File: src/hw/apctc_pkg.sv
// constants for the apc timing and configuration register slice
package apctc_pkg;
  // register offsets on the password-2 page
  localparam logic [7:0] OFS_VERSION     = 8'h87;
  localparam logic [7:0] OFS_SAMPLE_RATE = 8'h88;
  localparam logic [7:0] OFS_CONFIG      = 8'h89;
  localparam logic [7:0] OFS_STEP_LIMIT  = 8'h8a;
  // reset values
  localparam logic [7:0] RST_SAMPLE_RATE = 8'h00;
  localparam logic [7:0] RST_CONFIG      = 8'h00;
  localparam logic [7:0] RST_STEP_LIMIT  = 8'h00;
  // field positions
  localparam int RATE_CODE_MSB    = 3;
  localparam int CFG_GATE_POL_BIT = 7;
  localparam int CFG_LATCH_BIT    = 6;
  localparam int CFG_ADDRESS_SOURCE_SELECT_BIT     = 4;
  localparam int STEP_SHIFT       = 5;    // step byte weights 2^12..2^5
  // fixed slave address used while address select is clear
  localparam logic [7:0] FIXED_SLAVE_ADDR = 8'ha2;
  // widths
  localparam int BIAS_W   = 13;
  localparam int ALARM_N  = 8;
  localparam int CNT_W    = 10;
  // sample timing
  localparam logic [3:0] RATE_CODE_MAX = 4'h9;
  localparam int CLK_PERIOD_NS = 10;
  localparam int FIRST_NS [10] = '{350, 550, 750, 950, 1350, 1550, 1750, 2150, 2950, 3150};
  localparam int REP_NS   [10] = '{800, 1200, 1600, 2000, 2800, 3200, 3600, 4400, 6000, 6400};

  // least time to first sample, rounded up to whole cycles
  function automatic logic [CNT_W-1:0] first_cycles(input logic [3:0] code);
    int ns;
    ns = FIRST_NS[int'(code)];
    return CNT_W'((ns + CLK_PERIOD_NS - 1) / CLK_PERIOD_NS);
  endfunction

  // repeat period in cycles, rounded down
  function automatic logic [CNT_W-1:0] rep_cycles(input logic [3:0] code);
    int ns;
    ns = REP_NS[int'(code)];
    return CNT_W'(ns / CLK_PERIOD_NS);
  endfunction
endpackage

File: src/hw/apctc_timer_if.sv
// carrier between the register bank and the apc sample timer
`timescale 1ns/100ps
interface apctc_timer_if;
  logic       burst_level; // synchronised burst enable
  logic [3:0] rate_code;   // raw sample rate code from the register
  logic       sample;      // one-cycle apc comparison strobe

  modport ctrl (output burst_level, output rate_code, input sample);
  modport tmr  (input burst_level, input rate_code, output sample);
endinterface

File: src/hw/apctc_sample_timer.sv
// apc comparison sample timer: first-sample delay then fixed repeat period
`timescale 1ns/100ps
module apctc_sample_timer (
  input  wire logic   i_mclk,
  input  wire logic   i_rst_n,
  apctc_timer_if.tmr  tif
);
  localparam int CNT_W       = apctc_pkg::CNT_W;                                  // counter width
  localparam int REP_MAX_CYC = int'(apctc_pkg::rep_cycles(apctc_pkg::RATE_CODE_MAX)); // top code period

  logic                       burst_prev; // last burst level, for rise detect
  logic                       running;    // timer armed during a burst
  logic [apctc_pkg::CNT_W-1:0] cnt;       // cycles left to next sample
  logic [3:0]                 eff_code;   // code after clamping
  logic                       sample;     // strobe flop

  // codes above the top entry behave as the top entry
  always_comb begin
    eff_code = (tif.rate_code > apctc_pkg::RATE_CODE_MAX) ? apctc_pkg::RATE_CODE_MAX : tif.rate_code;
  end

  // rise detect on the already synchronised level
  always_ff @(posedge i_mclk or negedge i_rst_n) begin
    if (!i_rst_n) begin
      burst_prev <= 1'b0;
    end else begin
      burst_prev <= tif.burst_level;
    end
  end

  // countdown: restart on each rise, cancel when burst drops
  always_ff @(posedge i_mclk or negedge i_rst_n) begin
    if (!i_rst_n) begin
      running <= 1'b0;
      cnt     <= '0;
      sample  <= 1'b0;
    end else if (!tif.burst_level) begin
      running <= 1'b0;
      sample  <= 1'b0;
    end else if (!burst_prev) begin
      running <= 1'b1;
      cnt     <= apctc_pkg::first_cycles(eff_code) - 1'b1;
      sample  <= 1'b0;
    end else if (running && cnt == '0) begin
      sample  <= 1'b1;
      cnt     <= apctc_pkg::rep_cycles(eff_code) - 1'b1;
    end else begin
      sample  <= 1'b0;
      cnt     <= running ? cnt - 1'b1 : cnt;
    end
  end

  assign tif.sample = sample;

  // helper: cycles since the rise and since the last strobe
  logic [apctc_pkg::CNT_W-1:0] dv_since;
  logic                        dv_first;
  always_ff @(posedge i_mclk or negedge i_rst_n) begin
    if (!i_rst_n) begin
      dv_since <= '0;
      dv_first <= 1'b0;
    end else if (tif.burst_level && !burst_prev) begin
      dv_since <= '0;
      dv_first <= 1'b1;
    end else begin
      dv_since <= sample ? CNT_W'(1) : dv_since + 1'b1;
      dv_first <= dv_first && !sample;
    end
  end
  AST_FIRST_EXACT: assert property (@(posedge i_mclk) disable iff (!i_rst_n)
    sample && dv_first && $stable(eff_code) |-> dv_since == apctc_pkg::first_cycles(eff_code))
    else $error("first apc sample not at programmed delay");
  AST_REP_PERIOD: assert property (@(posedge i_mclk) disable iff (!i_rst_n)
    sample && !dv_first && $stable(eff_code) |-> dv_since == apctc_pkg::rep_cycles(eff_code))
    else $error("apc repeat period wrong");
  AST_CODE_CLAMP: assert property (@(posedge i_mclk) disable iff (!i_rst_n)
    sample && !dv_first && tif.rate_code > apctc_pkg::RATE_CODE_MAX && $stable(tif.rate_code) |->
      dv_since == REP_MAX_CYC)
    else $error("high rate code not clamped");
  AST_CANCEL: assert property (@(posedge i_mclk) disable iff (!i_rst_n)
    !tif.burst_level |=> !sample ##1 !sample)
    else $error("sample after burst end");
  COV_FIRST: cover property (@(posedge i_mclk) disable iff (!i_rst_n) sample && dv_first);
  COV_REPEAT: cover property (@(posedge i_mclk) disable iff (!i_rst_n) sample && !dv_first);
endmodule

File: src/hw/apctc_regs.sv
// apc timing / output polarity / address / bias step register bank
`timescale 1ns/100ps

module apctc_regs #(
  parameter logic [7:0] VERSION_VALUE = 8'h01 // arbitrary version value
) (
  input  wire logic                            i_mclk,
  input  wire logic                            i_rst_n,
  // register access from the serial front end
  input  wire logic                            i_reg_wr,
  input  wire logic                            i_reg_rd,
  input  wire logic [7:0]                      i_reg_addr,
  input  wire logic [7:0]                      i_reg_wdata,
  input  wire logic                            i_level_two_password,
  output logic      [7:0]                      o_reg_rdata,
  // shadow eeprom handling
  input  wire logic                            i_shadow_eeprom_write_block,
  output logic                                 o_eeprom_wr,
  output logic      [7:0]                      o_eeprom_addr,
  output logic      [7:0]                      o_eeprom_data,
  // slave address selection
  input  wire logic [7:0]                      i_device_address,
  output logic      [7:0]                      o_slave_addr,
  // burst enable pin and apc strobe
  input  wire logic                            i_burst_enable_in,
  output logic                                 o_apc_sample,
  // fault management
  input  wire logic                            i_tx_disable,
  input  wire logic [apctc_pkg::ALARM_N-1:0]   i_alarm,
  input  wire logic [apctc_pkg::ALARM_N-1:0]   i_alarm_txf_en,
  input  wire logic                            i_supply_low_gate_en,
  input  wire logic                            i_supply_low_fault_en,
  input  wire logic                            i_supply_above_done,
  input  wire logic                            i_gate_shutdown,
  output logic                                 o_laser_switch_gate,
  output logic                                 o_tx_fault,
  // startup bias stepping
  input  wire logic                            i_startup,
  input  wire logic                            i_bias_step,
  input  wire logic [apctc_pkg::BIAS_W-1:0]    i_bias_target,
  output logic      [apctc_pkg::BIAS_W-1:0]    o_laser_bias_output
);
  localparam int AN = apctc_pkg::ALARM_N;
  localparam int BW = apctc_pkg::BIAS_W;

  // register storage (volatile copies of the shadowed bytes)
  logic [3:0] apc_sample_rate_code;  // sample rate code
  logic [7:0] cfg;                   // polarity / latch / address select
  logic [7:0] step_limit;            // startup step limit

  // pin synchronisers; burst logic uses only the second stage, transmit disable uses the second and third
  logic burst_s1, burst_s2;
  logic txd_s1, txd_s2, txd_s3;

  // fault latching state
  logic          supply_ok_seen;     // first good supply reading done
  logic          supply_low_used;    // supply-low alarm routed somewhere
  logic          latch_allow;        // latching permitted now
  logic          txd_edge;           // any transmit disable transition
  logic [AN-1:0] alarm_masked;       // alarms enabled onto the fault pin
  logic [AN-1:0] latched;            // held alarm states
  logic [AN-1:0] fault_src;          // per-alarm contribution

  // write qualifier: password access required for every byte here
  logic wr_ok;
  assign wr_ok = i_reg_wr && i_level_two_password;

  // carrier to the sample timer
  apctc_timer_if u_tif ();

  // ---------------- register writes ----------------

  // writable bytes; version offset is simply not decoded for writes
  always_ff @(posedge i_mclk or negedge i_rst_n) begin
    if (!i_rst_n) begin
      apc_sample_rate_code <= apctc_pkg::RST_SAMPLE_RATE[apctc_pkg::RATE_CODE_MSB:0];
      cfg                  <= apctc_pkg::RST_CONFIG;
      step_limit           <= apctc_pkg::RST_STEP_LIMIT;
    end else if (wr_ok) begin
      case (i_reg_addr)
        apctc_pkg::OFS_SAMPLE_RATE: begin
          apc_sample_rate_code <= i_reg_wdata[apctc_pkg::RATE_CODE_MSB:0];
        end
        apctc_pkg::OFS_CONFIG: begin
          cfg <= i_reg_wdata;
        end
        apctc_pkg::OFS_STEP_LIMIT: begin
          step_limit <= i_reg_wdata;
        end
        default: begin
          // version and unmapped offsets: writes dropped
        end
      endcase
    end
  end

  // eeprom commit request for shadowed bytes unless blocked
  always_ff @(posedge i_mclk or negedge i_rst_n) begin
    if (!i_rst_n) begin
      o_eeprom_wr   <= 1'b0;
      o_eeprom_addr <= 8'h00;
      o_eeprom_data <= 8'h00;
    end else begin
      o_eeprom_wr <= wr_ok && !i_shadow_eeprom_write_block &&
                     (i_reg_addr == apctc_pkg::OFS_SAMPLE_RATE ||
                      i_reg_addr == apctc_pkg::OFS_CONFIG ||
                      i_reg_addr == apctc_pkg::OFS_STEP_LIMIT);
      if (wr_ok) begin
        o_eeprom_addr <= i_reg_addr;
        // rate byte stored with its upper nibble forced to zero
        o_eeprom_data <= (i_reg_addr == apctc_pkg::OFS_SAMPLE_RATE) ? {4'h0, i_reg_wdata[3:0]} : i_reg_wdata;
      end
    end
  end

  // ---------------- register reads ----------------

  // read data registered one cycle after the read strobe; holds between reads
  always_ff @(posedge i_mclk or negedge i_rst_n) begin
    if (!i_rst_n) begin
      o_reg_rdata <= 8'h00;
    end else if (i_reg_rd) begin
      if (!i_level_two_password) begin
        o_reg_rdata <= 8'h00;          // no password, nothing visible
      end else begin
        case (i_reg_addr)
          apctc_pkg::OFS_VERSION:     o_reg_rdata <= VERSION_VALUE;
          apctc_pkg::OFS_SAMPLE_RATE: o_reg_rdata <= {4'h0, apc_sample_rate_code};
          apctc_pkg::OFS_CONFIG:      o_reg_rdata <= cfg;
          apctc_pkg::OFS_STEP_LIMIT:  o_reg_rdata <= step_limit;
          default:                    o_reg_rdata <= 8'h00;
        endcase
      end
    end
  end

  // ---------------- slave address ----------------

  // address select picks fixed or programmed main-memory address
  always_ff @(posedge i_mclk or negedge i_rst_n) begin
    if (!i_rst_n) begin
      o_slave_addr <= apctc_pkg::FIXED_SLAVE_ADDR;
    end else if (cfg[apctc_pkg::CFG_ADDRESS_SOURCE_SELECT_BIT]) begin
      o_slave_addr <= i_device_address;
    end else begin
      o_slave_addr <= apctc_pkg::FIXED_SLAVE_ADDR;
    end
  end

  // ---------------- burst enable and apc sampling ----------------

  // two-flop synchroniser for the burst enable pin
  always_ff @(posedge i_mclk or negedge i_rst_n) begin
    if (!i_rst_n) begin
      burst_s1 <= 1'b0;
      burst_s2 <= 1'b0;
    end else begin
      burst_s1 <= i_burst_enable_in;
      burst_s2 <= burst_s1;
    end
  end
  // the synchroniser costs two cycles, well inside the 50 ns tolerance

  assign u_tif.burst_level = burst_s2;
  assign u_tif.rate_code   = apc_sample_rate_code;

  apctc_sample_timer u_timer (
    .i_mclk  (i_mclk),
    .i_rst_n (i_rst_n),
    .tif     (u_tif.tmr)
  );

  // retime the strobe so the port comes straight from a flop
  always_ff @(posedge i_mclk or negedge i_rst_n) begin
    if (!i_rst_n) begin
      o_apc_sample <= 1'b0;
    end else begin
      o_apc_sample <= u_tif.sample && burst_s2;
    end
  end

  // ---------------- fault handling ----------------

  // transmit disable pin: two-flop sync plus one stage for edge detect
  always_ff @(posedge i_mclk or negedge i_rst_n) begin
    if (!i_rst_n) begin
      txd_s1 <= 1'b0;
      txd_s2 <= 1'b0;
      txd_s3 <= 1'b0;
    end else begin
      txd_s1 <= i_tx_disable;
      txd_s2 <= txd_s1;
      txd_s3 <= txd_s2;
    end
  end
  assign txd_edge = txd_s2 ^ txd_s3;

  // slow power-on: remember the first supply reading above the low set point
  always_ff @(posedge i_mclk or negedge i_rst_n) begin
    if (!i_rst_n) begin
      supply_ok_seen <= 1'b0;
    end else if (i_supply_above_done) begin
      supply_ok_seen <= 1'b1;
    end
  end

  assign supply_low_used = i_supply_low_gate_en || i_supply_low_fault_en;
  assign latch_allow     = cfg[apctc_pkg::CFG_LATCH_BIT] && (supply_ok_seen || !supply_low_used);
  assign alarm_masked    = i_alarm & i_alarm_txf_en;

  // per-alarm latch; a new alarm wins over a disable transition
  genvar gi;
  generate
    for (gi = 0; gi < AN; gi++) begin : g_alarm
      always_ff @(posedge i_mclk or negedge i_rst_n) begin
        if (!i_rst_n) begin
          latched[gi] <= 1'b0;
        end else if (!latch_allow) begin
          latched[gi] <= 1'b0;
        end else begin
          latched[gi] <= alarm_masked[gi] || (latched[gi] && !txd_edge);
        end
      end
      assign fault_src[gi] = alarm_masked[gi] || (latched[gi] && latch_allow);
    end
  endgenerate

  // wired-or of enabled (and possibly held) alarm states
  always_ff @(posedge i_mclk or negedge i_rst_n) begin
    if (!i_rst_n) begin
      o_tx_fault <= 1'b0;
    end else begin
      o_tx_fault <= |fault_src;
    end
  end

  // switch gate: rest level is the polarity bit, shutdown inverts it
  always_ff @(posedge i_mclk or negedge i_rst_n) begin
    if (!i_rst_n) begin
      o_laser_switch_gate <= 1'b0;
    end else begin
      o_laser_switch_gate <= cfg[apctc_pkg::CFG_GATE_POL_BIT] ^ i_gate_shutdown;
    end
  end

  // ---------------- startup bias stepping ----------------

  logic          bias_up;     // target above current output
  logic [BW-1:0] bias_mag;    // distance to target
  logic [BW-1:0] bias_lim;    // largest move allowed per step
  logic [BW-1:0] bias_move;   // move taken this step

  // limit the move; zero step byte means single-lsb creep
  always_comb begin
    bias_up   = i_bias_target > o_laser_bias_output;
    bias_mag  = bias_up ? i_bias_target - o_laser_bias_output : o_laser_bias_output - i_bias_target;
    bias_lim  = (step_limit == 8'h00) ? BW'(1) : {step_limit, 5'h00};
    bias_move = (bias_mag < bias_lim) ? bias_mag : bias_lim;
  end

  // outside startup the output tracks the target directly
  always_ff @(posedge i_mclk or negedge i_rst_n) begin
    if (!i_rst_n) begin
      o_laser_bias_output <= '0;
    end else if (!i_startup) begin
      o_laser_bias_output <= i_bias_target;
    end else if (i_bias_step) begin
      o_laser_bias_output <= bias_up ? o_laser_bias_output + bias_move
                                     : o_laser_bias_output - bias_move;
    end
  end

  // ---------------- checks ----------------

  AST_VERSION_READ: assert property (@(posedge i_mclk) disable iff (!i_rst_n)
    i_reg_rd && i_level_two_password && i_reg_addr == 8'h87 |=> o_reg_rdata == VERSION_VALUE)
    else $error("version byte not fixed");
  AST_RATE_UPPER_ZERO: assert property (@(posedge i_mclk) disable iff (!i_rst_n)
    i_reg_rd && i_reg_addr == 8'h88 |=> o_reg_rdata[7:4] == 4'h0)
    else $error("rate byte upper nibble not zero");
  AST_GATE_REST: assert property (@(posedge i_mclk) disable iff (!i_rst_n)
    !i_gate_shutdown |=> o_laser_switch_gate == $past(cfg[7]))
    else $error("switch gate not at rest polarity");
  AST_FAULT_OR: assert property (@(posedge i_mclk) disable iff (!i_rst_n)
    |alarm_masked |=> o_tx_fault)
    else $error("enabled alarm missing from fault output");
  AST_LATCH_HOLD: assert property (@(posedge i_mclk) disable iff (!i_rst_n)
    latch_allow && |latched && !txd_edge ##1 latch_allow |-> ##1 o_tx_fault)
    else $error("latched fault dropped");
  AST_NO_LATCH_EARLY: assert property (@(posedge i_mclk) disable iff (!i_rst_n)
    supply_low_used && !supply_ok_seen |=> latched == '0)
    else $error("alarm latched before good supply");
  AST_ADDR_FIXED: assert property (@(posedge i_mclk) disable iff (!i_rst_n)
    !cfg[4] |=> o_slave_addr == 8'ha2)
    else $error("fixed slave address not used");
  AST_ADDR_PROG: assert property (@(posedge i_mclk) disable iff (!i_rst_n)
    cfg[4] |=> o_slave_addr == $past(i_device_address))
    else $error("programmed slave address not used");
  AST_STEP_LIMIT: assert property (@(posedge i_mclk) disable iff (!i_rst_n)
    i_startup && i_bias_step && step_limit != 8'h00 |=>
      (o_laser_bias_output - $past(o_laser_bias_output) <= {$past(step_limit), 5'h00}) ||
      ($past(o_laser_bias_output) - o_laser_bias_output <= {$past(step_limit), 5'h00}))
    else $error("startup bias step too large");
  AST_STEP_LSB: assert property (@(posedge i_mclk) disable iff (!i_rst_n)
    i_startup && i_bias_step && step_limit == 8'h00 && i_bias_target != o_laser_bias_output |=>
      (o_laser_bias_output == $past(o_laser_bias_output) + 13'h0001) ||
      (o_laser_bias_output == $past(o_laser_bias_output) - 13'h0001))
    else $error("zero step byte not single lsb");
  AST_SEE_BLOCK: assert property (@(posedge i_mclk) disable iff (!i_rst_n)
    i_shadow_eeprom_write_block |=> !o_eeprom_wr)
    else $error("eeprom write while blocked");
  COV_LATCHED: cover property (@(posedge i_mclk) disable iff (!i_rst_n) latch_allow && |latched);
  COV_PROG_ADDR: cover property (@(posedge i_mclk) disable iff (!i_rst_n) cfg[4]);
  COV_STEP: cover property (@(posedge i_mclk) disable iff (!i_rst_n) i_startup && i_bias_step);
endmodule

File: config.mk
export PLATFORM = sky130hd
export DESIGN_NAME = apctc_regs
export DESIGN_NICKNAME = d
export VERILOG_FILES = /design/src/hw/apctc_pkg.sv /design/src/hw/apctc_timer_if.sv /design/src/hw/apctc_sample_timer.sv /design/src/hw/apctc_regs.sv
export SDC_FILE = /design/constraint.sdc
export NUM_CORES = 1
export LEC_CHECK = 0
export ABC_AREA = 1
export BUFFER_PORTS_ARGS = -buffer_cell sky130_fd_sc_hd__buf_2
export CORE_MARGIN = 5
export CORE_UTILIZATION = 59
export DETAILED_ROUTE_END_ITERATION = 10
export PLACE_DENSITY = 0.8
export SETUP_SLACK_MARGIN = 0.02
export SYNTH_ARGS = -nofsm -noshare
export SYNTH_HDL_FRONTEND = slang
export SYNTH_HIERARCHICAL = 1
export SYNTH_SLANG_ARGS = --single-unit
File: constraint.sdc
create_clock -name i_mclk -period 8.1 [get_ports i_mclk]
set_input_delay 0.81 -clock i_mclk [delete_from_list [all_inputs] [get_ports i_mclk]]
set_output_delay 0.81 -clock i_mclk [all_outputs]
set_load 0.02 [all_outputs]
; After elaboration in Yosys (flattened, before gate mapping)
; Memory sizes are Yosys's and may differ from the RTL's.
; Index checks and enable logic that the tools add are counted.
[word_totals]
ff_bits = 96
romBits = 1024
input_bits = 67
output_inout_bits = 49
elab_cells = 141
mem_count = 2
[classes]
add_sub_neg = 9
n_div = 2
order_cmp = 4
n_eq_ne = 7
muxes = 31
n_bitwise = 4
n_reduce_logical = 52
[memory_table]
columns = memory, depth, width, rd, rd_clocked_by_memory_dff, wr, line_no
row1 = (name not given), 16, 32, 1, 0, 0, apctc_pkg.sv:33  ; ns = FIRST_NS[int'(code)];
row2 = (name not given), 16, 32, 1, 0, 0, apctc_pkg.sv:40  ; ns = REP_NS[int'(code)];
[op_table]
columns = operator, count
row1 = $mux W32, 4
row2 = $mux W13, 6
row3 = $div A32 B5 Y32 const B, 2
row4 = $sub A13 B13 Y13, 3
row5 = $add A32 B5 Y32 const B, 1
row6 = $eq A8 B8 Y1 const B, 4
row7 = $ge A32 B5 Y1 const B, 1
row8 = $not A4 Y32, 1
row9 = $pmux W8 S4, 1
row10 = $sub A32 B2 Y32 const B, 1
row11 = $mux W10, 3
row12 = $sub A10 B1 Y10 const B, 3
row13 = $mux W8, 3
row14 = $logic_and A1 B1 Y1, 22
row15 = $logic_or A1 B1 Y1, 20
row16 = $add A13 B13 Y13, 1
row17 = $gt A13 B13 Y1, 1
row18 = $lt A13 B13 Y1, 1
row19 = $mux W1, 13
row20 = $logic_not A10 Y1, 1
row21 = $and A8 B8 Y8, 1
row22 = $logic_not A8 Y1, 1
row23 = $reduce_and A2 Y1, 4
row24 = $reduce_or A8 Y1, 1
row25 = 7 further kinds, 10

; Longest topological paths before layout
; Gate-level depths: netlist (run 1).
[logic_depth]
ltp_word = 11
ltp_mapped = 64

; Cells and area by module
; Netlist (run 1), hierarchy kept.
[by_module_without_submodules]
columns = module, n_inst, cells_per_inst, area_each_um2, seq_area_each_um2
row1 = apctc_regs, 1, 827, 6030.8, 2080.7
row2 = apctc_sample_timer, 1, 811, 4494.3, 325.3

; Least setup slack after synthesis (run 1)
; Ideal clock, no wire load.
[synth_path]
path_type = reg2reg
startpoint = reg apc_sample_rate_code[1]
endpoint = reg u_timer/cnt[8] (netlist bit)
arrival_time_ns = 6.693
required_ns = 7.975
setup_slack_ns = 1.282
stages_incl_launch_ff = 58
n_path_buf = 3
period_less_slack_ns = 6.818
path_cell_list = dfrtp_1 > o21ai_2 > nand2_1 > buf_4 > ha_1 > inv_1 > nand2_1 > nor2_1 > nand3_2 > a21oi_2 > nand2_2 > nand3_4 > nand3_2 > nand2_2 > nand3_2 > nand2_4 > inv_2 > nor2_1 > (+22 left out) > nand2_1 > nor2_2 > nand2_1 > nand2_1 > o21ai_0 > nand2_1 > nor2_1 > nand2_1 > nand2_1 > nand2_1 > nand2_4 > ha_1 > inv_1 > nor3_1 > nand3_1 > nor3_1 > xor2_1 > o21ai_1
[synth_via]
elab_chain_len = 11
elab_cells_between_ends = 17
cone_classes = add/sub: 4 / div: 2 / order compare: 1 / mux: 7 / bitwise: 1 / memory: 2
[synth_lines]
columns = element, line_no
row1 = "start, declared", apctc_regs.sv:47  ; logic [3:0] apc_sample_rate_code;
row2 = "start signal, assigned", apctc_regs.sv:76  ; apc_sample_rate_code <= apctc_pkg::RST_SAMPLE_RATE[apctc_pkg::RATE_CODE_MSB:0];
row3 = "start signal, assigned", apctc_regs.sv:82  ; apc_sample_rate_code <= i_reg_wdata[apctc_pkg::RATE_CODE_MSB:0];
row4 = $gt A4 B4 Y1, apctc_sample_timer.sv:19  ; eff_code = (tif.rate_code > apctc_pkg::RATE_CODE_MAX) ? apctc_pkg::RATE_CODE_MAX : tif.rate_code;
row5 = $mux W4 *, apctc_sample_timer.sv:19
row6 = $not A4 Y32 (implied by the code) *, "apctc_pkg.sv:33, apctc_pkg.sv:40"
row7 = $mem_v2 Z16 W32, --
row8 = $mux W32 (implied by the code) (2 in a row), apctc_pkg.sv:33
row9 = $add A32 B5 Y32, apctc_pkg.sv:34  ; return CNT_W'((ns + CLK_PERIOD_NS - 1) / CLK_PERIOD_NS);
row10 = $sub A32 B2 Y32, apctc_pkg.sv:34
row11 = $div A32 B5 Y32, apctc_pkg.sv:34
row12 = $sub A10 B1 Y10, apctc_sample_timer.sv:42  ; cnt <= apctc_pkg::first_cycles(eff_code) - 1'b1;
row13 = $mux W10 *, apctc_sample_timer.sv:40  ; end else if (!burst_prev) begin
row14 = "end signal, assigned", apctc_sample_timer.sv:42
row15 = "end signal, assigned", apctc_sample_timer.sv:46  ; cnt <= apctc_pkg::rep_cycles(eff_code) - 1'b1;
row16 = "end signal, assigned", apctc_sample_timer.sv:49  ; cnt <= running ? cnt - 1'b1 : cnt;
row17 = "end, declared", apctc_sample_timer.sv:13  ; logic [apctc_pkg::CNT_W-1:0] cnt;
; Mark *: on every way between the ends. The rest lies on a longest branch, timed or not. The select of a mux whose other input is x is not followed.
; A chain may end at the register's enable or synchronous reset.

; Worst setup path in the final report (run 1)
[layout_path]
startpoint = reg apc_sample_rate_code[3]
endpoint = reg u_timer/cnt[8] (netlist bit)
; Same word-level chain as after synthesis.

==> results of run 1 <==
==> through the flow <==
| step | hold WS [ns] | cell area, um2 |
|---|---|---|
| 2_1_floorplan | 0.331 | 10500 |
| 3_3_place_gp | 0.333 | 11300 |
| 3_5_place_dp | 0.337 | 11300 |
| 4_1_cts | 0.355 | 11600 |
| 5_1_grt | 0.374 | 11700 |
| 6_report | 0.355 | 11700 |
==> critical path: cells and delay by family, from the launching register on <==
| kind | cells | cell delay (ns) |
|---|---|---|
| flip-flops | 1 | 0.48 |
| AO/OA/AOI/OAI | 3 | 0.54 |
| buffers and inverters | 7 | 0.70 |
| AND/OR/NAND/NOR | 39 | 4.48 |
| adder cells (fa/ha/maj) | 4 | 0.92 |
| XOR/XNOR | 1 | 0.17 |
==> registers in the layout, summed over array words and instances, names as in the netlist <==
name / count
u_timer/running: 1
burst_s2: 1
supply_ok_seen: 1
o_eeprom_addr: 8
u_timer/burst_prev: 1
o_eeprom_wr: 1
o_laser_bias_output: 13
o_slave_addr: 8
cfg: 8
txd_s3: 1
txd_s1: 1
o_eeprom_data: 8
step_limit: 8
u_timer/tif.sample: 1
o_apc_sample: 1
txd_s2: 1
burst_s1: 1
u_timer/cnt: 10
o_laser_switch_gate: 1
latched: 8
apc_sample_rate_code: 4
o_reg_rdata: 8
o_tx_fault: 1
==> metal layers <==
| layer | routed length [um] | track usage, % | up-vias | part of all wire (%) |
|---|---|---|---|---|
| met4 | 733 | 8.57 | 0 | 2.7 |
| met1 | 11700 | 32.7 | 4952 | 42 |
| li1 | - | - | 5491 | - |
| met5 | 0 | 0 | - | 0 |
| met2 | 14100 | 49.2 | 315 | 51 |
| met3 | 1080 | 2.50 | 52 | 3.9 |
==> cells in the mapped netlist, types with 3 or more instances <==
| library cell | count |
|---|---|
| a211oi_1 | 3 |
| a21oi_1 | 55 |
| a21oi_2 | 3 |
| buf_2 | 5 |
| buf_4 | 6 |
| buf_6 | 6 |
| clkbuf_1 | 11 |
| dfrtp_1 | 93 |
| dfstp_2 | 3 |
| fa_1 | 3 |
| ha_1 | 65 |
| inv_1 | 238 |
| inv_2 | 27 |
| nand2_1 | 489 |
| nand2_2 | 59 |
| nand2_4 | 19 |
| nand3_1 | 151 |
| nand3_2 | 25 |
| nand3b_1 | 9 |
| nand4_1 | 30 |
| nor2_1 | 89 |
| nor2_2 | 13 |
| nor2_4 | 7 |
| nor3_1 | 13 |
| nor4_1 | 7 |
| o2111ai_1 | 3 |
| o211ai_1 | 8 |
| o21ai_0 | 86 |
| o21ai_1 | 14 |
| o21ai_2 | 6 |
| o21bai_1 | 5 |
| o221ai_1 | 10 |
| o22ai_1 | 4 |
| or2_2 | 5 |
| xnor2_1 | 9 |
| xor2_1 | 33 |
==> kinds of logic (layout without fill, tap and decap cells) <==
| logic type | Yosys count | in the layout | synth area share [%] |
|---|---|---|---|
| buffers and inverters | 295 | 410 | 11.2 |
| AO/OA/AOI/OAI | 210 | 210 | 11.9 |
| AND/OR/NAND/NOR | 927 | 927 | 42.2 |
| flip-flops | 96 | 96 | 22.9 |
| adder cells (fa/ha/maj) | 68 | 68 | 8.30 |
| XOR/XNOR | 42 | 42 | 3.50 |
==> worst max-delay path by stage <==
stage / end / slack (ns) / cells after the start
5_1_grt: u_timer/cnt[8] / -0.02 / 57
3_3_place_gp: u_timer/cnt[8] / 0.36 / 55
6_report: u_timer/cnt[8] / 0.70 / 54
4_1_cts: u_timer/cnt[8] / 0.15 / 55
2_1_floorplan: u_timer/cnt[8] / 1.28 / 57
3_5_place_dp: u_timer/cnt[8] / 0.18 / 55
==> what timing repair did <==
action,4_1_cts,5_1_grt
buffers inserted,0,4
setup endpoints to repair,0,4
gates resized for setup,0,21
==> layout make-up <==
type	count	area, um2	area share (%)
clock inverters	5	63.8	0.546
inverters	267	1000	8.60
well taps	225	282	2.41
flip-flops and latches	96	2410	20.6
multi-input cells	1247	7010	60.0
repair buffers	127	668	5.72
clock buffers	11	243	2.08
==> impl_metrics.env, run 1 <==
export IMPL_cp_required_ns=8.32
export IMPL_io_pins=116
export IMPL_drive_above_1_share_pct=19.4
export IMPL_async_flop_share_pct=100
export IMPL_hold_viol=0
export IMPL_critical_path_startpoint="apc_sample_rate_code[3]"
export IMPL_area_delta_synth_final_pct=11.0
export IMPL_final_cell_mix="nand2_1, inv_1, nand3_1"
export IMPL_finalCritPeriodShare_pct=91.4
export IMPL_dp_hpwl_mm=22.4
export IMPL_antenna_found_initial=0
export IMPL_ys_types=57
export IMPL_setup_viol=0
export IMPL_max_freq_mhz=135
export IMPL_cts_tree="yes"
export IMPL_slowest_stage="dfrtp_1"
export IMPL_tns_ns=0
export IMPL_relSlewSlack_pct=38.1
export IMPL_fin_skew_ns=0.0107
export IMPL_grtUsageTotal_pct=26.7
export IMPL_post_place_cells=1958
export IMPL_cpPeakStageDelay_ns=0.48
export IMPL_synth_area_leader_cell="dfrtp_1"
export IMPL_root_buffer="clkbuf_16"
export IMPL_fin_crit_ns=7.40
export IMPL_cp_common_cell="nand2_1"
export IMPL_drt_total_wl_mm=27.6
export IMPL_grt_pass1_vias=10200
export IMPL_postLayoutCoreUtil_pct=67.1
export IMPL_place_congestion=0.932
export IMPL_ant_nets=0
export IMPL_die_area_um2=20600
export IMPL_drv_slew=0
export IMPL_fillCellCount=1596
export IMPL_cts_hold_buf=0
export IMPL_io_buffer_count=115
export IMPL_max_cap_viol_count=0
export IMPL_antenna_diode_count=0
export IMPL_die_w_um=144
export IMPL_vias_per_cell=5.47
export IMPL_cts_max_level=3
export IMPL_path_class="reg -> reg"
export IMPL_die_y_um=144
export IMPL_hp_start="txd_s1"
export IMPL_crit_fanout=10
export IMPL_syn_avg_cell_area_um2=6.43
export IMPL_dp_slack_ns=0.182
export IMPL_fin_nets=1883
export IMPL_syn_area_um2=10500
export IMPL_first_pass_iters=6
export IMPL_status="completed"
export IMPL_cts_buffers=9
export IMPL_start_util_pct=60.4
export IMPL_wl_per_cell_um=14.0
export IMPL_yosys_warnings=6
export IMPL_critPathArrivalTime_ns=7.63
export IMPL_synth_area_leaders="dfrtp_1, nand2_1, inv_1"
export IMPL_rr_startpoint="apc_sample_rate_code[3]"
export IMPL_min_to="txd_s2"
export IMPL_final_cells=1978
export IMPL_ys_flop_type="dfrtp_1"
export IMPL_clock_sinks=96
export IMPL_hold_class="reg -> reg"
export IMPL_clockBufferDepth=2
export IMPL_synth_fp_nets=1773
export IMPL_reg2reg_depth=54
export IMPL_synthCells=1638
export IMPL_clock_latency_ns=0.35
export IMPL_start_kind="flip-flop"
export IMPL_core_um2=17400
export IMPL_globalRoute_totalOverflow=0
export IMPL_path_clk_slew_ns=0.07
export IMPL_synth_edff_count=0
export IMPL_layout_commonest_cell="nand2_1"
export IMPL_drc=0
export IMPL_rrSetupSlack_ns=0.70
export IMPL_ys_ff_latch=96
export IMPL_yosysSeqAreaShare_pct=22.9
export IMPL_vias=10800
export IMPL_endpoint_kind="flip-flop"
export IMPL_rr_endpoint="u_timer/cnt[8]"
export IMPL_yosysTopAreaCellShare_pct=22.1
export IMPL_worstMarginPinSlew_ns=0.929
export IMPL_num_rows=48
export IMPL_worst_slack_ns=0.696
export IMPL_grt_max_degree=56
export IMPL_hold_path_cell_count=0
export IMPL_grt_pass1_wl_mm=45.9
export IMPL_drt_iter0_drc=766
Power of run 1 is not shown: default switching activity piles up to over one toggle a cycle in this logic, so the estimate is an artifact.
==> run 2: changes to the inputs <==
Settings changed: PLACE_DENSITY 0.8 to 0.79.
==> run 2 against run 1 <==
Global-route usage is 0.074 points lower. Critical path depth is 2 higher. Non-clock buffer count increased by 6. Clock skew is 0.0032 ns lower. Sequential cell count unchanged. Die area stayed put. Sequential share of layout area is 0.10 points lower. Worst setup slack got worse by 0.19 ns. Utilization up 0.37 points. Worst hold slack got worse by 0.038 ns. Largest cell class unchanged.
==> impl_metrics.env, run 2 (same netlist as run 1, synthesis figures left out) <==
export IMPL_antenna_diode_count=0
export IMPL_drt_total_wl_mm=27.9
export IMPL_cts_hold_buf=0
export IMPL_rr_startpoint="apc_sample_rate_code[1]"
export IMPL_drt_iter0_drc=820
export IMPL_cpPeakStageDelay_ns=0.45
export IMPL_multi_input_area_um2=7040
export IMPL_grt_pass1_vias=10000
export IMPL_worstMarginPinSlew_ns=0.966
export IMPL_status="completed"
export IMPL_reg2reg_depth=56
export IMPL_grt_max_degree=81
export IMPL_vias=10800
export IMPL_start_kind="flip-flop"
export IMPL_place_congestion=0.981
export IMPL_grtUsageTotal_pct=26.6
export IMPL_clock_latency_ns=0.35
export IMPL_fin_crit_ns=7.59
export IMPL_root_buffer="clkbuf_16"
export IMPL_critPathArrivalTime_ns=7.83
export IMPL_path_class="reg -> reg"
export IMPL_crit_fanout=12
export IMPL_top_register="o_laser_bias_output"
export IMPL_ant_nets=0
export IMPL_post_place_cells=1958
export IMPL_max_freq_mhz=132
export IMPL_dpl_cell_area_um2=11300
export IMPL_io_pins=116
export IMPL_globalRoute_totalOverflow=0
export IMPL_start_util_pct=60.4
export IMPL_top_regs="o_laser_bias_output: 13 flops, u_timer/cnt: 10 flops"
export IMPL_die_y_um=144
export IMPL_fin_skew_ns=0.00751
export IMPL_hold_class="in -> async"
export IMPL_max_cap_viol_count=0
export IMPL_layout_commonest_cell="nand2_1"
export IMPL_drive_above_1_share_pct=20.0
export IMPL_clock_sinks=96
export IMPL_drv_slew=0
export IMPL_path_clk_slew_ns=0.07
export IMPL_first_pass_iters=7
export IMPL_wl_per_cell_um=14.1
export IMPL_rr_endpoint="u_timer/cnt[8]"
export IMPL_tns_ns=0
export IMPL_cts_tree="yes"
export IMPL_cp_required_ns=8.33
export IMPL_hold_slack_ns=0.316
export IMPL_hold_viol=0
export IMPL_largest_reg_flops=13
export IMPL_final_cell_mix="nand2_1, inv_1, nand3_1"
export IMPL_antenna_found_initial=0
export IMPL_io_buffer_count=115
export IMPL_num_rows=48
export IMPL_fin_area_um2=11700
export IMPL_vias_per_cell=5.46
export IMPL_area_delta_synth_final_pct=11.6
export IMPL_dp_hpwl_mm=22.3
export IMPL_fin_nets=1889
export IMPL_core_um2=17400
export IMPL_rrSetupSlack_ns=0.51
export IMPL_cts_buffers=9
export IMPL_seq_area_um2=2410
export IMPL_cts_max_level=3
export IMPL_grt_pass1_wl_mm=45.8
export IMPL_setup_viol=0
export IMPL_final_cells=1984
export IMPL_slowest_stage="dfrtp_2"
export IMPL_finalCritPeriodShare_pct=93.7
export IMPL_endpoint_kind="flip-flop"
export IMPL_clockBufferDepth=2
export IMPL_die_area_um2=20600
export IMPL_fillCellCount=1587
export IMPL_die_w_um=144
export IMPL_relSlewSlack_pct=35.6
export IMPL_drc=0
## run 2: changes by cell type in the layout (fill, tap and decap cells not counted), moves of 2 or more
cell / previous run / this run
ha_2: 0 / 2
inv_8: 0 / 2
buf_4: 13 / 19
ha_1: 65 / 63
## run 2: per-layer routing
metal / share of wire, % / up-vias / wire length (um) / track usage (%)
li1: - / 5505 / - / -
met1: 42 / 4941 / 11700 / 33.1
met2: 50 / 316 / 13900 / 47.2
met3: 4.3 / 75 / 1190 / 2.63
met4: 3.9 / 0 / 1080 / 10.9
met5: 0 / - / 0 / 0
## run 2: critical path, delay by kind of cell (launching register included)
| kind | cells | cell delay (ns) |
|---|---|---|
| buffers and inverters | 5 | 0.52 |
| AO/OA/AOI/OAI | 4 | 0.55 |
| adder cells (fa/ha/maj) | 5 | 1.13 |
| AND/OR/NAND/NOR | 40 | 4.48 |
| flip-flops | 1 | 0.45 |
| XOR/XNOR | 2 | 0.32 |
## run 2: how the worst max path moves through the flow
stage / from / end / slack (ns) / depth (start not counted)
3_3_place_gp: apc_sample_rate_code[1] / u_timer/cnt[8] / 0.35 / 51
4_1_cts: apc_sample_rate_code[1] / u_timer/cnt[8] / 0.09 / 55
5_1_grt: apc_sample_rate_code[1] / u_timer/cnt[8] / -0.04 / 56
2_1_floorplan: apc_sample_rate_code[1] / u_timer/cnt[8] / 1.28 / 57
6_report: apc_sample_rate_code[1] / u_timer/cnt[8] / 0.51 / 56
3_5_place_dp: apc_sample_rate_code[1] / u_timer/cnt[8] / 0.14 / 55
## run 2: what timing repair did
action | 4_1_cts | 5_1_grt
setup buffers | 0 | 10
endpoints found under the setup margin | 0 | 4
endpoints found under the hold margin | 0 | 0
resized for setup | 0 | 29
## run 2: layout make-up
cell class / count / share of cell area [%]
multi-input combinational: 1247 / 59.9
clock inverter: 6 / 0.490
sequential: 96 / 20.5
clock buffer: 10 / 2.03
inverter: 267 / 8.59
timing repair buffer: 133 / 6.07
tap: 225 / 2.40
## run 2: stage by stage
step	util, %	worst slack [ns]
final	67.4	0.507
after global routing	67.4	-0.0429
after CTS	66.4	0.0871
after detailed placement	64.7	0.142
after global placement	64.7	0.348
after floorplan	-	1.28
Power of run 2 is left out for the same reason.
==> run 3: changes to the inputs <==
--- a/config.mk
+++ b/config.mk
@@ -7,4 +7,5 @@
 export LEC_CHECK = 0
 export ABC_AREA = 1
+export ABC_CLOCK_PERIOD_IN_PS = 8100
 export BUFFER_PORTS_ARGS = -buffer_cell sky130_fd_sc_hd__buf_2
 export CORE_MARGIN = 5
==> constraint.sdc (replaced) <==
create_clock -name i_mclk -period 8.1 [get_ports i_mclk]
set_input_delay 0.405 -clock i_mclk [delete_from_list [all_inputs] [get_ports i_mclk]]
set_output_delay 0.405 -clock i_mclk [all_outputs]
set_load 0.02 [all_outputs]
==> run 3 against run 2 <==
Global-route usage about the same. Fmax increased by 0.21%. Die area unchanged. Register-to-register slack improved by 0.02 ns. Final cell count about the same. Final area about the same. Clock skew increased by 0.0011 ns. Sequential share of layout area about the same. Utilization increased by 0.057 points. Worst setup slack improved by 0.016 ns. Count of clock-buffer cells in the layout unchanged. Critical path type unchanged. Highest routed layer unchanged.
==> impl_metrics.env, run 3 (same netlist as run 1, synthesis figures left out) <==
export IMPL_status="completed"
export IMPL_drive_above_1_share_pct=20.0
export IMPL_worstMarginPinSlew_ns=0.963
export IMPL_top_register="o_laser_bias_output"
export IMPL_dp_slack_ns=0.142
export IMPL_io_buffer_count=115
export IMPL_cts_buffers=9
export IMPL_drt_iter0_drc=852
export IMPL_rr_startpoint="apc_sample_rate_code[1]"
export IMPL_relSlewSlack_pct=35.8
export IMPL_vias=10800
export IMPL_grt_pass1_vias=10000
export IMPL_ant_nets=0
export IMPL_cp_required_ns=8.33
export IMPL_antenna_diode_count=0
export IMPL_reg2reg_depth=56
export IMPL_postLayoutCoreUtil_pct=67.5
export IMPL_die_y_um=144
export IMPL_start_kind="flip-flop"
export IMPL_antenna_found_initial=0
export IMPL_setup_viol=0
export IMPL_post_place_cells=1958
export IMPL_die_w_um=144
export IMPL_hold_class="in -> reg"
export IMPL_min_to="txd_s1"
export IMPL_max_cap_viol_count=0
export IMPL_hp_start="i_tx_disable"
export IMPL_cts_max_level=3
export IMPL_rr_endpoint="u_timer/cnt[8]"
export IMPL_fin_nets=1890
export IMPL_clock_sinks=96
export IMPL_hold_path_cell_count=1
export IMPL_clock_latency_ns=0.35
export IMPL_wl_per_cell_um=14.0
export IMPL_largest_reg_flops=13
export IMPL_top_regs="o_laser_bias_output: 13 flops, u_timer/cnt: 10 flops"
export IMPL_path_clk_slew_ns=0.08
export IMPL_final_cells=1985
export IMPL_first_pass_iters=6
export IMPL_worst_slack_ns=0.523
export IMPL_critical_path_startpoint="apc_sample_rate_code[1]"
export IMPL_fin_skew_ns=0.00862
export IMPL_fin_crit_ns=7.58
export IMPL_critPathArrivalTime_ns=7.81
export IMPL_hold_viol=0
export IMPL_cts_tree="yes"
export IMPL_place_congestion=0.981
export IMPL_crit_fanout=12
export IMPL_root_buffer="clkbuf_16"
export IMPL_start_util_pct=60.4
export IMPL_layout_commonest_cell="nand2_1"
export IMPL_final_cell_mix="nand2_1, inv_1, nand3_1"
export IMPL_path_class="reg -> reg"
export IMPL_area_delta_synth_final_pct=11.7
export IMPL_cpPeakStageDelay_ns=0.45
export IMPL_grt_pass1_wl_mm=45.8
export IMPL_grtUsageTotal_pct=26.6
export IMPL_fin_area_um2=11800
export IMPL_dp_hpwl_mm=22.3
export IMPL_grt_max_degree=81
export IMPL_dpl_cell_area_um2=11300
export IMPL_slowest_stage="dfrtp_2"
export IMPL_finalCritPeriodShare_pct=93.5
export IMPL_fillCellCount=1589
export IMPL_rrSetupSlack_ns=0.52
export IMPL_drc=0
export IMPL_globalRoute_totalOverflow=0
export IMPL_io_pins=116
export IMPL_die_area_um2=20600
export IMPL_num_rows=48
export IMPL_max_freq_mhz=132
export IMPL_clockBufferDepth=2
export IMPL_endpoint_kind="flip-flop"
export IMPL_vias_per_cell=5.45
export IMPL_core_um2=17400
export IMPL_drt_total_wl_mm=27.9
export IMPL_drv_slew=0
## run 3: cell count changes in the layout (fill, tap and decap cells not counted), sizes merged
cell         delta
dlygate4sd3     +1
## run 3: timing repair
action                                 CTS  global route
gates resized for setup                  0            29
hold buffers                             1             0
setup endpoints to repair                0             4
buffers inserted                         0            10
endpoints found under the hold margin   16             0
## run 3: critical path, delay by kind of cell, from the launching register on
family,cells,cell delay (ns)
adders and majority gates,5,1.13
AOI/OAI and AO/OA,4,0.54
and+or+nand+nor,40,4.47
xor gates and xnor gates,2,0.32
DFF,1,0.45
buffers and inverters,5,0.52
## run 3: area by class of cell
| cell class | instances | area, um2 | area share, % |
|---|---|---|---|
| tap | 225 | 282 | 2.40 |
| clock inverter | 6 | 57.6 | 0.490 |
| inverter | 267 | 1010 | 8.58 |
| multi-input combinational | 1247 | 7040 | 59.9 |
| clock buffer | 10 | 239 | 2.03 |
| sequential | 96 | 2410 | 20.5 |
| timing repair buffer | 134 | 723 | 6.15 |
## run 3: worst max path at each step
stage	to	cells after the start	slack, ns
final	u_timer/cnt[8]	56	0.52
after detailed placement	u_timer/cnt[8]	55	0.14
after global routing	u_timer/cnt[8]	56	-0.04
after floorplan	u_timer/cnt[8]	57	1.28
after global placement	u_timer/cnt[8]	51	0.35
after CTS	u_timer/cnt[8]	55	0.09
## run 3: layer usage
| layer | part of all wire, % | GRT usage, % |
|---|---|---|
| met5 | 0 | 0 |
| met4 | 4.0 | 10.9 |
| met3 | 4.2 | 2.63 |
| met2 | 50 | 47.2 |
| met1 | 42 | 33.1 |
## run 3: stage by stage
stage,hold WS [ns],TNS [ns]
final,0.160,0
after detailed placement,0.292,0
after global routing,0.153,-0.0429
after floorplan,0.109,0
after global placement,0.290,0
after CTS,0.155,0
Power of run 3 is left out for the same reason.
